===== src/logic/irqtr_pkg.sv =====
// package for the irq trigger and coprocessor error block
// assumes a 32-bit apb slave port and a 16-bit byte address
package irqtr_pkg;
  // printed offsets, kept as register indices
  localparam logic [15:0] IDX_CLR = 16'h00f0;
  localparam logic [15:0] IDX_TRIG_LO = 16'h04d0;
  localparam logic [15:0] IDX_TRIG_HI = 16'h04d1;
  // block's own registers, as indices
  localparam logic [15:0] IDX_CTRL = 16'h0500;
  localparam logic [15:0] IDX_STAT = 16'h0501;
  localparam logic [15:0] IDX_MASK = 16'h0502;
  localparam logic [15:0] IDX_PINS = 16'h0503;
  localparam logic [15:0] IDX_PEND = 16'h0504;
  // byte addresses are four times the index
  localparam logic [15:0] ADDR_CLR = IDX_CLR << 2;
  localparam logic [15:0] ADDR_TRIG_LO = IDX_TRIG_LO << 2;
  localparam logic [15:0] ADDR_TRIG_HI = IDX_TRIG_HI << 2;
  localparam logic [15:0] ADDR_CTRL = IDX_CTRL << 2;
  localparam logic [15:0] ADDR_STAT = IDX_STAT << 2;
  localparam logic [15:0] ADDR_MASK = IDX_MASK << 2;
  localparam logic [15:0] ADDR_PINS = IDX_PINS << 2;
  localparam logic [15:0] ADDR_PEND = IDX_PEND << 2;
  // isa i/o address of the clear port as forwarded
  localparam logic [15:0] ISA_CLR_PORT = 16'h00f0;
  // field positions and writable masks
  localparam int CTRL_FPU_EN_BIT = 5;
  localparam logic [7:0] TRIG_LO_WMASK = 8'hf8;
  localparam logic [7:0] TRIG_HI_WMASK = 8'hde;
  localparam logic [7:0] TRIG_RESET = 8'h00;
  localparam logic [7:0] CTRL_RESET = 8'h00;
  // status / mask layout
  localparam int EV_RAISED = 0;
  localparam int EV_IGNORE = 1;
  localparam int EV_CLR_NOP = 2;
  localparam int EV_EDGE = 3;
  localparam int NUM_EV = 4;
  localparam int NUM_IRQ = 16;
  typedef enum logic [2:0] {
    ST_IDLE = 3'b001,
    ST_RAISED = 3'b010,
    ST_IGNORE = 3'b100
  } irqtr_fpu_st_t;
  typedef struct packed {
    logic valid;
    logic write;
    logic [15:0] addr;
    logic [7:0] data;
  } irqtr_isa_fwd_t;
endpackage : irqtr_pkg


===== src/logic/irqtr_top.sv =====
// irq trigger select and coprocessor error reporting, apb slave
// assumes pins are asynchronous to pclk; isa side takes one-cycle forward pulses
// Behaviour
// - error reporting works only while control bit 5 is one
// - when enabled, error input assertion raises the numeric error irq
// - clear write during error asserts ignore output and drops the irq
// - ignore output stays asserted until the error input negates
// - clear write without error leaves the ignore output unchanged
// - any data written to the clear port counts as the clear
// - reads and writes of the clear port are forwarded to isa
// - select bit zero means edge trigger, one means level trigger
// - inputs 0,1,2,8,13 stay edge; their bits read zero
// - both select registers reset to zero, all edge triggered
// - low register holds inputs 0-7, high register inputs 8-15
module irqtr_top (
  // clock and reset
  input wire logic pclk,
  input wire logic presetn,
  // apb slave
  input wire logic psel,
  input wire logic penable,
  input wire logic pwrite,
  input wire logic [15:0] paddr,
  input wire logic [31:0] pwdata,
  output logic [31:0] prdata,
  output logic pready,
  output logic pslverr,
  // coprocessor pins
  input wire logic coproc_error_in_n,
  output logic ignore_numeric_error_out_n,
  output logic numeric_error_irq,
  // interrupt inputs and trigger outputs
  input wire logic [15:0] irq_in,
  output logic [15:0] trigger_level,
  output logic [15:0] irq_pending,
  // isa forwarding
  output irqtr_pkg::irqtr_isa_fwd_t isa_fwd,
  // summary interrupt
  output logic irq
);
  logic setup;
  logic access;
  logic wr_en;
  logic rd_setup;
  logic hit_clr;
  logic hit_lo;
  logic hit_hi;
  logic hit_ctrl;
  logic hit_stat;
  logic hit_mask;
  logic hit_pins;
  logic hit_pend;
  logic mapped;
  logic clr_wr;
  logic fpu_en;
  logic err_s1_q;
  logic err_s2_q;
  logic err_prev_q;
  logic err;
  logic err_rise;
  logic [15:0] irq_s1_q;
  logic [15:0] irq_s2_q;
  logic [15:0] irq_prev_q;
  logic [15:0] edge_lat_q;
  logic [15:0] pend_d;
  logic [7:0] trig_lo_q;
  logic [7:0] trig_hi_q;
  logic [7:0] ctrl_q;
  logic [3:0] stat_q;
  logic [3:0] mask_q;
  logic [3:0] ev;
  logic [31:0] rdata_d;
  irqtr_pkg::irqtr_fpu_st_t st_q;
  irqtr_pkg::irqtr_fpu_st_t st_d;

  // apb decode; one wait state lets prdata come from a flop
  assign setup = psel & ~penable;
  assign access = psel & penable & pready;
  assign wr_en = access & pwrite;
  assign rd_setup = setup & ~pwrite;
  assign hit_clr = paddr == irqtr_pkg::ADDR_CLR;
  assign hit_lo = paddr == irqtr_pkg::ADDR_TRIG_LO;
  assign hit_hi = paddr == irqtr_pkg::ADDR_TRIG_HI;
  assign hit_ctrl = paddr == irqtr_pkg::ADDR_CTRL;
  assign hit_stat = paddr == irqtr_pkg::ADDR_STAT;
  assign hit_mask = paddr == irqtr_pkg::ADDR_MASK;
  assign hit_pins = paddr == irqtr_pkg::ADDR_PINS;
  assign hit_pend = paddr == irqtr_pkg::ADDR_PEND;
  assign mapped = hit_clr | hit_lo | hit_hi | hit_ctrl | hit_stat | hit_mask | hit_pins | hit_pend;
  // data bits are ignored on purpose
  assign clr_wr = wr_en & hit_clr;
  assign fpu_en = ctrl_q[irqtr_pkg::CTRL_FPU_EN_BIT];

  always_ff @(posedge pclk or negedge presetn) begin
    if (!presetn) begin
      pready <= 1'b0;
    end else begin
      pready <= setup;
    end
  end

  always_ff @(posedge pclk or negedge presetn) begin
    if (!presetn) begin
      pslverr <= 1'b0;
    end else if (setup) begin
      pslverr <= ~mapped;
    end else begin
      pslverr <= 1'b0;
    end
  end

  always_comb begin
    rdata_d = 32'h0000_0000;
    if (hit_lo) begin
      rdata_d[7:0] = trig_lo_q;
    end else if (hit_hi) begin
      rdata_d[7:0] = trig_hi_q;
    end else if (hit_ctrl) begin
      rdata_d[7:0] = ctrl_q;
    end else if (hit_stat) begin
      rdata_d[3:0] = stat_q;
    end else if (hit_mask) begin
      rdata_d[3:0] = mask_q;
    end else if (hit_pins) begin
      // write-only clear port reads zero; live pin view here instead
      rdata_d[15:0] = irq_s2_q;
      rdata_d[16] = err;
      rdata_d[17] = st_q == irqtr_pkg::ST_RAISED;
      rdata_d[18] = st_q == irqtr_pkg::ST_IGNORE;
    end else if (hit_pend) begin
      rdata_d[15:0] = pend_d;
    end
  end

  always_ff @(posedge pclk or negedge presetn) begin
    if (!presetn) begin
      prdata <= 32'h0000_0000;
    end else if (rd_setup) begin
      prdata <= rdata_d;
    end else begin
      prdata <= 32'h0000_0000;
    end
  end

  // trigger select registers; reserved bits never store a one
  always_ff @(posedge pclk or negedge presetn) begin
    if (!presetn) begin
      trig_lo_q <= irqtr_pkg::TRIG_RESET;
      trig_hi_q <= irqtr_pkg::TRIG_RESET;
    end else if (wr_en) begin
      if (hit_lo) begin
        trig_lo_q <= pwdata[7:0] & irqtr_pkg::TRIG_LO_WMASK;
      end
      if (hit_hi) begin
        trig_hi_q <= pwdata[7:0] & irqtr_pkg::TRIG_HI_WMASK;
      end
    end
  end

  always_ff @(posedge pclk or negedge presetn) begin
    if (!presetn) begin
      ctrl_q <= irqtr_pkg::CTRL_RESET;
    end else if (wr_en && hit_ctrl) begin
      ctrl_q <= pwdata[7:0];
    end
  end

  always_ff @(posedge pclk or negedge presetn) begin
    if (!presetn) begin
      mask_q <= 4'h0;
    end else if (wr_en && hit_mask) begin
      mask_q <= pwdata[3:0];
    end
  end

  // pin synchronisers
  always_ff @(posedge pclk or negedge presetn) begin
    if (!presetn) begin
      err_s1_q <= 1'b0;
      err_s2_q <= 1'b0;
    end else begin
      err_s1_q <= ~coproc_error_in_n;
      err_s2_q <= err_s1_q;
    end
  end

  // history resets to the idle level, so no false edge follows reset
  always_ff @(posedge pclk or negedge presetn) begin
    if (!presetn) begin
      err_prev_q <= 1'b0;
    end else begin
      err_prev_q <= err_s2_q;
    end
  end
  assign err = err_s2_q;
  assign err_rise = err_s2_q & ~err_prev_q;

  genvar gi;
  generate
    for (gi = 0; gi < irqtr_pkg::NUM_IRQ; gi++) begin : g_irq
      logic lvl;
      if (gi < 8) begin : g_lo
        assign lvl = trig_lo_q[gi];
      end else begin : g_hi
        assign lvl = trig_hi_q[gi - 8];
      end
      always_ff @(posedge pclk or negedge presetn) begin
        if (!presetn) begin
          irq_s1_q[gi] <= 1'b0;
          irq_s2_q[gi] <= 1'b0;
          irq_prev_q[gi] <= 1'b0;
        end else begin
          irq_s1_q[gi] <= irq_in[gi];
          irq_s2_q[gi] <= irq_s1_q[gi];
          irq_prev_q[gi] <= irq_s2_q[gi];
        end
      end
      // a new edge beats a software ack in the same cycle
      always_ff @(posedge pclk or negedge presetn) begin
        if (!presetn) begin
          edge_lat_q[gi] <= 1'b0;
        end else if (!lvl && irq_s2_q[gi] && !irq_prev_q[gi]) begin
          edge_lat_q[gi] <= 1'b1;
        end else if (lvl || (wr_en && hit_pend && pwdata[gi])) begin
          edge_lat_q[gi] <= 1'b0;
        end
      end
      // level mode pends only while the input is high
      assign pend_d[gi] = lvl ? irq_s2_q[gi] : edge_lat_q[gi];
    end
  endgenerate

  always_ff @(posedge pclk or negedge presetn) begin
    if (!presetn) begin
      trigger_level <= 16'h0000;
    end else begin
      trigger_level <= {trig_hi_q, trig_lo_q};
    end
  end

  // pending view lags the synced pins by one cycle in level mode, two in edge mode
  always_ff @(posedge pclk or negedge presetn) begin
    if (!presetn) begin
      irq_pending <= 16'h0000;
    end else begin
      irq_pending <= pend_d;
    end
  end

  // coprocessor error sequence
  always_comb begin
    st_d = st_q;
    unique case (st_q)
      irqtr_pkg::ST_IDLE: begin
        if (fpu_en && clr_wr && err) begin
          st_d = irqtr_pkg::ST_IGNORE;
        end else if (fpu_en && err_rise) begin
          st_d = irqtr_pkg::ST_RAISED;
        end
      end
      irqtr_pkg::ST_RAISED: begin
        if (!fpu_en) begin
          st_d = irqtr_pkg::ST_IDLE;
        end else if (clr_wr && err) begin
          st_d = irqtr_pkg::ST_IGNORE;
        end
      end
      irqtr_pkg::ST_IGNORE: begin
        // held regardless of clear writes; only negation ends it
        if (!err) begin
          st_d = irqtr_pkg::ST_IDLE;
        end
      end
      default: begin
        st_d = irqtr_pkg::ST_IDLE;
      end
    endcase
  end

  always_ff @(posedge pclk or negedge presetn) begin
    if (!presetn) begin
      st_q <= irqtr_pkg::ST_IDLE;
    end else begin
      st_q <= st_d;
    end
  end

  // irq drops on a clear while the error input is asserted or on disable, never on error negation alone
  always_ff @(posedge pclk or negedge presetn) begin
    if (!presetn) begin
      numeric_error_irq <= 1'b0;
    end else begin
      numeric_error_irq <= st_d == irqtr_pkg::ST_RAISED;
    end
  end

  // active low; idles high through and after reset
  always_ff @(posedge pclk or negedge presetn) begin
    if (!presetn) begin
      ignore_numeric_error_out_n <= 1'b1;
    end else begin
      ignore_numeric_error_out_n <= st_d != irqtr_pkg::ST_IGNORE;
    end
  end

  // clear port traffic goes out to isa as well
  always_ff @(posedge pclk or negedge presetn) begin
    if (!presetn) begin
      isa_fwd <= '0;
    end else begin
      isa_fwd.valid <= access & hit_clr;
      isa_fwd.write <= pwrite;
      isa_fwd.addr <= irqtr_pkg::ISA_CLR_PORT;
      isa_fwd.data <= pwrite ? pwdata[7:0] : 8'h00;
    end
  end

  // events, sticky status, set wins over write-one-to-clear
  assign ev[irqtr_pkg::EV_RAISED] = st_q != irqtr_pkg::ST_RAISED && st_d == irqtr_pkg::ST_RAISED;
  assign ev[irqtr_pkg::EV_IGNORE] = st_q != irqtr_pkg::ST_IGNORE && st_d == irqtr_pkg::ST_IGNORE;
  assign ev[irqtr_pkg::EV_CLR_NOP] = clr_wr & ~(fpu_en & err);
  assign ev[irqtr_pkg::EV_EDGE] = |(irq_s2_q & ~irq_prev_q & ~{trig_hi_q, trig_lo_q});

  always_ff @(posedge pclk or negedge presetn) begin
    if (!presetn) begin
      stat_q <= 4'h0;
    end else if (wr_en && hit_stat) begin
      stat_q <= (stat_q & ~pwdata[3:0]) | ev;
    end else begin
      stat_q <= stat_q | ev;
    end
  end

  always_ff @(posedge pclk or negedge presetn) begin
    if (!presetn) begin
      irq <= 1'b0;
    end else begin
      irq <= |(stat_q & mask_q);
    end
  end
endmodule : irqtr_top


===== config.mk =====
export PLATFORM = sky130hd
export DESIGN_NAME = irqtr_top
export DESIGN_NICKNAME = d
export VERILOG_FILES = /design/src/logic/irqtr_pkg.sv /design/src/logic/irqtr_top.sv
export SDC_FILE = /design/constraint.sdc
export NUM_CORES = 1
export LEC_CHECK = 0
export ABC_CLOCK_PERIOD_IN_PS = 3400
export BUFFER_PORTS_ARGS = -buffer_cell sky130_fd_sc_hd__buf_2
export CORE_UTILIZATION = 56
export DETAILED_ROUTE_END_ITERATION = 7
export PLACE_DENSITY = 0.84
export SYNTH_ARGS = -nofsm -noshare
export SYNTH_HDL_FRONTEND = slang
export SYNTH_SLANG_ARGS = --single-unit

===== constraint.sdc =====
create_clock -name pclk -period 3.4 [get_ports pclk]
set_clock_uncertainty 0.1 [all_clocks]
set_input_delay 0.51 -clock pclk [delete_from_list [all_inputs] [get_ports pclk]]
set_output_delay 0.51 -clock pclk [all_outputs]
set_load 0.005 [all_outputs]

Word level (Yosys, flattened, before mapping):

Cells that the tools add are included.

* memory bits (read-only): 0
* logic and storage cells: 310
* bits of input ports: 70
* register bits: 172
* latch bits: 0
* memories: 0
* output and inout bits: 95
* bits in writable memories: 0

* order comparisons: 0
* divide/modulo/power cells: 0
* shifts and indexed selects: 0
* add/sub/neg operators: 0
* mux-type cells: 66
* equal/unequal tests: 16
* bitwise gates (word level): 32
* reduce and logical (&&, ||, !) cells: 111
* multipliers: 0

Operators with widths (number)
* equality test 16 x 13 -> 1 bit (second input constant): 7
* logical AND 1 bit: 53
* two-way mux 1 bit: 44
* two-way mux 11 bit: 3
* bitwise AND 16 bit: 2
* two-way mux 16 bit: 2
* two-way mux 8 bit: 4
* NOT 16 bit: 2
* nonzero test 2 bit: 16
* two-way mux 15 bit: 2
* zero test 1 bit: 27
* two-way mux 19 bit: 1
* two-way mux 3 bit: 6
* equality test 16 x 10 -> 1 bit (second input constant): 1
* OR reduction 16 bit: 1
* two-way mux 4 bit: 3
* logical OR 1 bit: 11
* bitwise AND 1 bit: 10
* one-hot mux 3 bit (3 select lines): 1
* bitwise AND 4 bit: 2
* OR 4 bit: 2
* OR 1 bit: 7
* equality test 3 x 2 -> 1 bit (second input constant): 2
* equality test 3 bit (second input constant): 2
* other kinds (7): 14

Longest topological paths before layout:

* depth after elaboration: 12
* depth in mapped cells: 8
* gate-level depth less buffers: 6

Worst setup path after synthesis:

Ideal clock, no wire load.

* path type: in2reg
* start: input paddr[3]
* end: register ctrl_q[0]
* path buffers: 1
* arrival time: 1.847 ns
* data required time: 3.175 ns
* setup time: 0.125 ns
* stages: 5
* slack: 1.328 ns
* cell sequence: buf_2 -> nor4_4 -> nand2_1 -> nor3_4 -> mux2_2

* word-level cells in the longest chain between the ends: 2

Ends and longest elaborated chain
* from (decl): line irqtr_top.sv:23 `input wire logic [15:0] paddr,`
* equality test 16 x 13 -> 1 bit: line irqtr_top.sv:84 `assign hit_ctrl = paddr == irqtr_pkg::ADDR_CTRL;`
* logical AND 1 bit: line irqtr_top.sv:163 `end else if (wr_en && hit_ctrl) begin`
* to (signal assigned): line irqtr_top.sv:162 `ctrl_q <= irqtr_pkg::CTRL_RESET;`
* to (signal assigned): line irqtr_top.sv:164 `ctrl_q <= pwdata[7:0];`
* to (decl): line irqtr_top.sv:68 `logic [7:0] ctrl_q;`

Every way passes these cells.
A chain may end at the register's enable or synchronous reset.

Final worst setup path:

* start: input paddr[5]
* end: register mask_q[1]

* word-level cells in the longest chain between the ends: 2

Ends and longest elaborated chain
* equality test 16 x 13 -> 1 bit: line irqtr_top.sv:86 `assign hit_mask = paddr == irqtr_pkg::ADDR_MASK;`
* logical AND 1 bit: line irqtr_top.sv:171 `end else if (wr_en && hit_mask) begin`
* to (signal assigned): line irqtr_top.sv:172 `mask_q <= pwdata[3:0];`
* to (decl): line irqtr_top.sv:70 `logic [3:0] mask_q;`

Every way passes these cells.

==> results <==
- The element type at the critical path start is a primary input.
- Subtracting the final worst setup slack from the clock period gives 2.28 ns.
- The final route contains approximately 4200 vias.
- The terminus of the critical flop-to-flop path is ctrl_q[6].
- Clock tree synthesis inserted a total of 17 buffers.
- Counting cells, the worst reg-to-reg path comes to 3.
- The first-pass GRT wire length is 21.5 mm.
- The worst hold slack across all endpoints is 0.0224 ns.
- For the worst setup path, the data required time is 3.71 ns.
- The worst setup path is captured at a flip-flop.
- The final critical path takes up 67.0% of the cycle.
- The number of placed instances, taps included, is 710.
- The floorplan die area is 11300 sq um.
- The least setup slack across all paths after layout is 1.12 ns.
- The repair_antennas step left the layout with diodes totalling 0.
- Summing all placed instances gives a cell area of 6700 sq um.
- In this run, synthesis inferred 0 flip-flops with an integrated enable.
- The CTS clock-pin slew for the worst setup and hold paths is 0.06 ns.
- After legalization and detailed placement, the total HPWL measured 9.13 mm.
- The number of global-route vias before repair came to roughly 4300.
- The total routed wirelength is 13.6 mm.
- The multi-input combinational cells in the finished layout cover a total of 1880 sq um.
- The total routing resource utilization after global routing is 25.6%.
- The post-synthesis to final-layout area growth is 23.1%.
- The horizontal die dimension is 106 um.
- In the layout the commonest cells are dfrtp_1 (157), buf_2 (117), conb_1 (31).
- The floorplan has 37 rows.
- The worst vdd rail ir drop is 0.365 mV.
- The pin count of the biggest net entering global routing is between 80 and 90.
- In the synthesized netlist the async set-or-reset flop fraction comes to 100%.
- The detailed router finished its first iteration with 381 violations.
- The clock tree from TritonCTS is done.
- The count of nets left with antenna violations once routing finished came out at 0.
- The finished layout holds between 700 and 800 standard cells, fillers aside.
- The latest clock arrival within the worst-skew pair is 0.53 ns.
- The core region is roughly 10000 sq um.
- The critical-path maximum fanout is 11.
- The sequential cells in the finished layout cover a total of 3980 sq um.
- The mapped netlist covers between 6000 and 7000 sq um.
- The number of H-tree levels is 4.
- The capturing element of the worst setup path is mask_q[1].
- The number of cells produced by synthesis is 463.
- The setup check on the worst reg-to-reg path leaves a slack of 1.46 ns.
- The tool flagged a number of max-cap violations equal to 0.
- The effective utilization at floorplan is 58.4%.
- The number of flip-flops and latches in the synthesized netlist is 159.
- Dividing the detail-routed wire length by the instance count gives 17.9 um.
- The mean area per synthesized cell is approximately 13 sq um.
- The DRC violations left is 0.
- At the worst endpoint, the arrival time is 2.59 ns.
- The leakage dissipation is 0.00352 uW.
- The power density normalized to cell area is 545 nW/um^2.
- For this run the aggregate overflow at the end of global routing stands at 0.
- The largest stage delay on the critical path is 0.56 ns.
- The startpoint of the worst register-to-register path is pready.
- The critical path goes through buf_2 -> nor4_1 -> nand4_1 -> nor3_2 -> mux2_2.
- The number of antenna violations at the first check in global routing is 0.
- The total number of nets in the final design is between 600 and 700.
- For the pin with the worst max-slew slack, the measured transition is 0.725 ns.
- Counting buffers and inverters, the worst setup path is 5 cells deep.
- Setup repair after global routing left no endpoint under its margin.
- The yosys synthesis warning count is 0.
- The total count of hold-check failures in the final report is 0.
- The die span in y is 106 um.
- The library cell used most frequently in the layout, excluding fill and tap cells, is dfrtp_1.
- At the end of routability-driven placement, the weighted congestion stood at roughly 0.86.
- The commonest register cell after synthesis is dfrtp_1.
- Grouping stages by cell kind, the critical path spends the most delay in simple AND/OR/NAND/NOR gates.
- The fraction of layout instances using a drive strength above 1 is 32.7%.
- The worst slack at placement is 0.665 ns.
- Input and output buffers added on the ports amount to 118.
- The largest individual stage delay along the critical path comes from the cell nand4_1.
- The setup TNS is 0 ns.
- Of the synthesized area, sequential elements account for between 60% and 70%.
- The number of max-slew violations in the final report came to 0.
- The filler cell count in the final layout is 713.
- The final standard cell area without fillers is 7490 sq um.
- The maximum clock frequency is 439 MHz.
- No sink is reached through more buffers than the 2 on the longest clock path.
- The via-per-instance ratio is 5.48.
- 165 I/O pins were placed.
- The flow ran to the end, and the final reports show no timing, DRC or antenna violations.
- The cell at the root of the clock tree is clkbuf_8.
- The number of search-and-repair iterations in the first detailed-routing pass is 4.
- Setup violations remaining at the end of the flow were counted as 0.
- The headroom to the max-slew limit is 51.7%.
- The worst setup path is of the in2reg kind.
- The launching instance or port of the critical path is paddr[5].
- The worst hold path belongs to the class in2reg.
- The number of sinks driven by the clock tree is ~160.
- The netlist uses 54 different library cells.
- The buffer and inverter count on the worst path is 1.
[synth_stat cells (all sizes together), types with 6 or more instances]
library cell  count  area [sq um]
dfrtp           157          3930
buf              40           298
mux2             34           405
nand2            31           126
nor2             30           113
a21oi            23           115
nand2b           14          87.6
a22oi            13          97.6
and2             12          77.6
nand3            12          60.1
nor2b             8          50.1
nor3              8          72.6
o22ai             8          50.1
o21ai             7          38.8
a21o              6          45.0
inv               6          22.5
nand4             6          37.5
[state kept, by name, indices dropped and copies added, names as in the netlist, 3 cells and up]
| register | cells |
|---|---|
| irq_s1_q | 16 |
| trig_lo_q | 5 |
| mask_q | 4 |
| st_q | 3 |
| irq_prev_q | 16 |
| edge_lat_q | 16 |
| isa_fwd | 11 |
| stat_q | 4 |
| irq_s2_q | 16 |
| trigger_level | 11 |
| trig_hi_q | 6 |
| irq_pending | 16 |
| ctrl_q | 8 |
| prdata | 19 |
[cell families (layout without fill, tap and decap cells)]
kind of cell,count (synthesis),after routing,synth area share (%)
simple gates,144,144,13.9
other cells,2,31,0.123
buf+inv,48,179,5.39
xor+xnor,1,1,0.144
mux,35,35,6.83
compound gates,74,74,8.13
flops,159,159,65.5
[power breakdown]
group / total (uW) / switching [uW] / internal [uW]
registers: 1950 / 19.0 / 1930
clock network: 1960 / 745 / 1210
logic: 176 / 110 / 66.1
total: 4080 / 873 / 3210
[metrics by stage]
stage               utilization (%)  power (uW)
CTS                            71.9        4110
detailed placement             64.3        2140
global placement               64.3        2140
floorplan                         -        2060
finish                         71.9        4080
global route                   71.9        4210
[per-layer routing]
layer	global-route usage (%)	vias to the layer above	wire length, um
met4	11.7	0	245
met1	32.2	2078	5430
met5	0	-	0
met2	41.6	186	6920
met3	6.99	26	960
li1	-	1871	-
[how the worst min path moves through the flow]
stage,to,startpoint,cells past startpoint,slack (ns)
3_3_place_gp,irq_s2_q[13],irq_s1_q[13],0,0.23
5_1_grt,err_s1_q,coproc_error_in_n,2,0.008
3_5_place_dp,irq_s2_q[2],irq_s1_q[2],0,0.24
4_1_cts,err_s1_q,coproc_error_in_n,2,0.006
6_report,err_s1_q,coproc_error_in_n,2,0.02
2_1_floorplan,ctrl_q[0],presetn,0,0.11
[what timing repair did]
item                      4_1_cts  5_1_grt
buffers inserted                0        0
hold buffers                   17        0
hold endpoints to repair       96        0
resized for setup               0        0
[cell type report]
type | instances | area share [%]
clock buffer | 19 | 5.77
sequential | 159 | 53.2
multi-input combinational | 285 | 25.1
tap | 136 | 2.27
timing repair buffer | 141 | 10.8
clock inverter | 13 | 2.51
inverter | 6 | 0.301
Note: power is estimated with default switching activity, not from simulation.
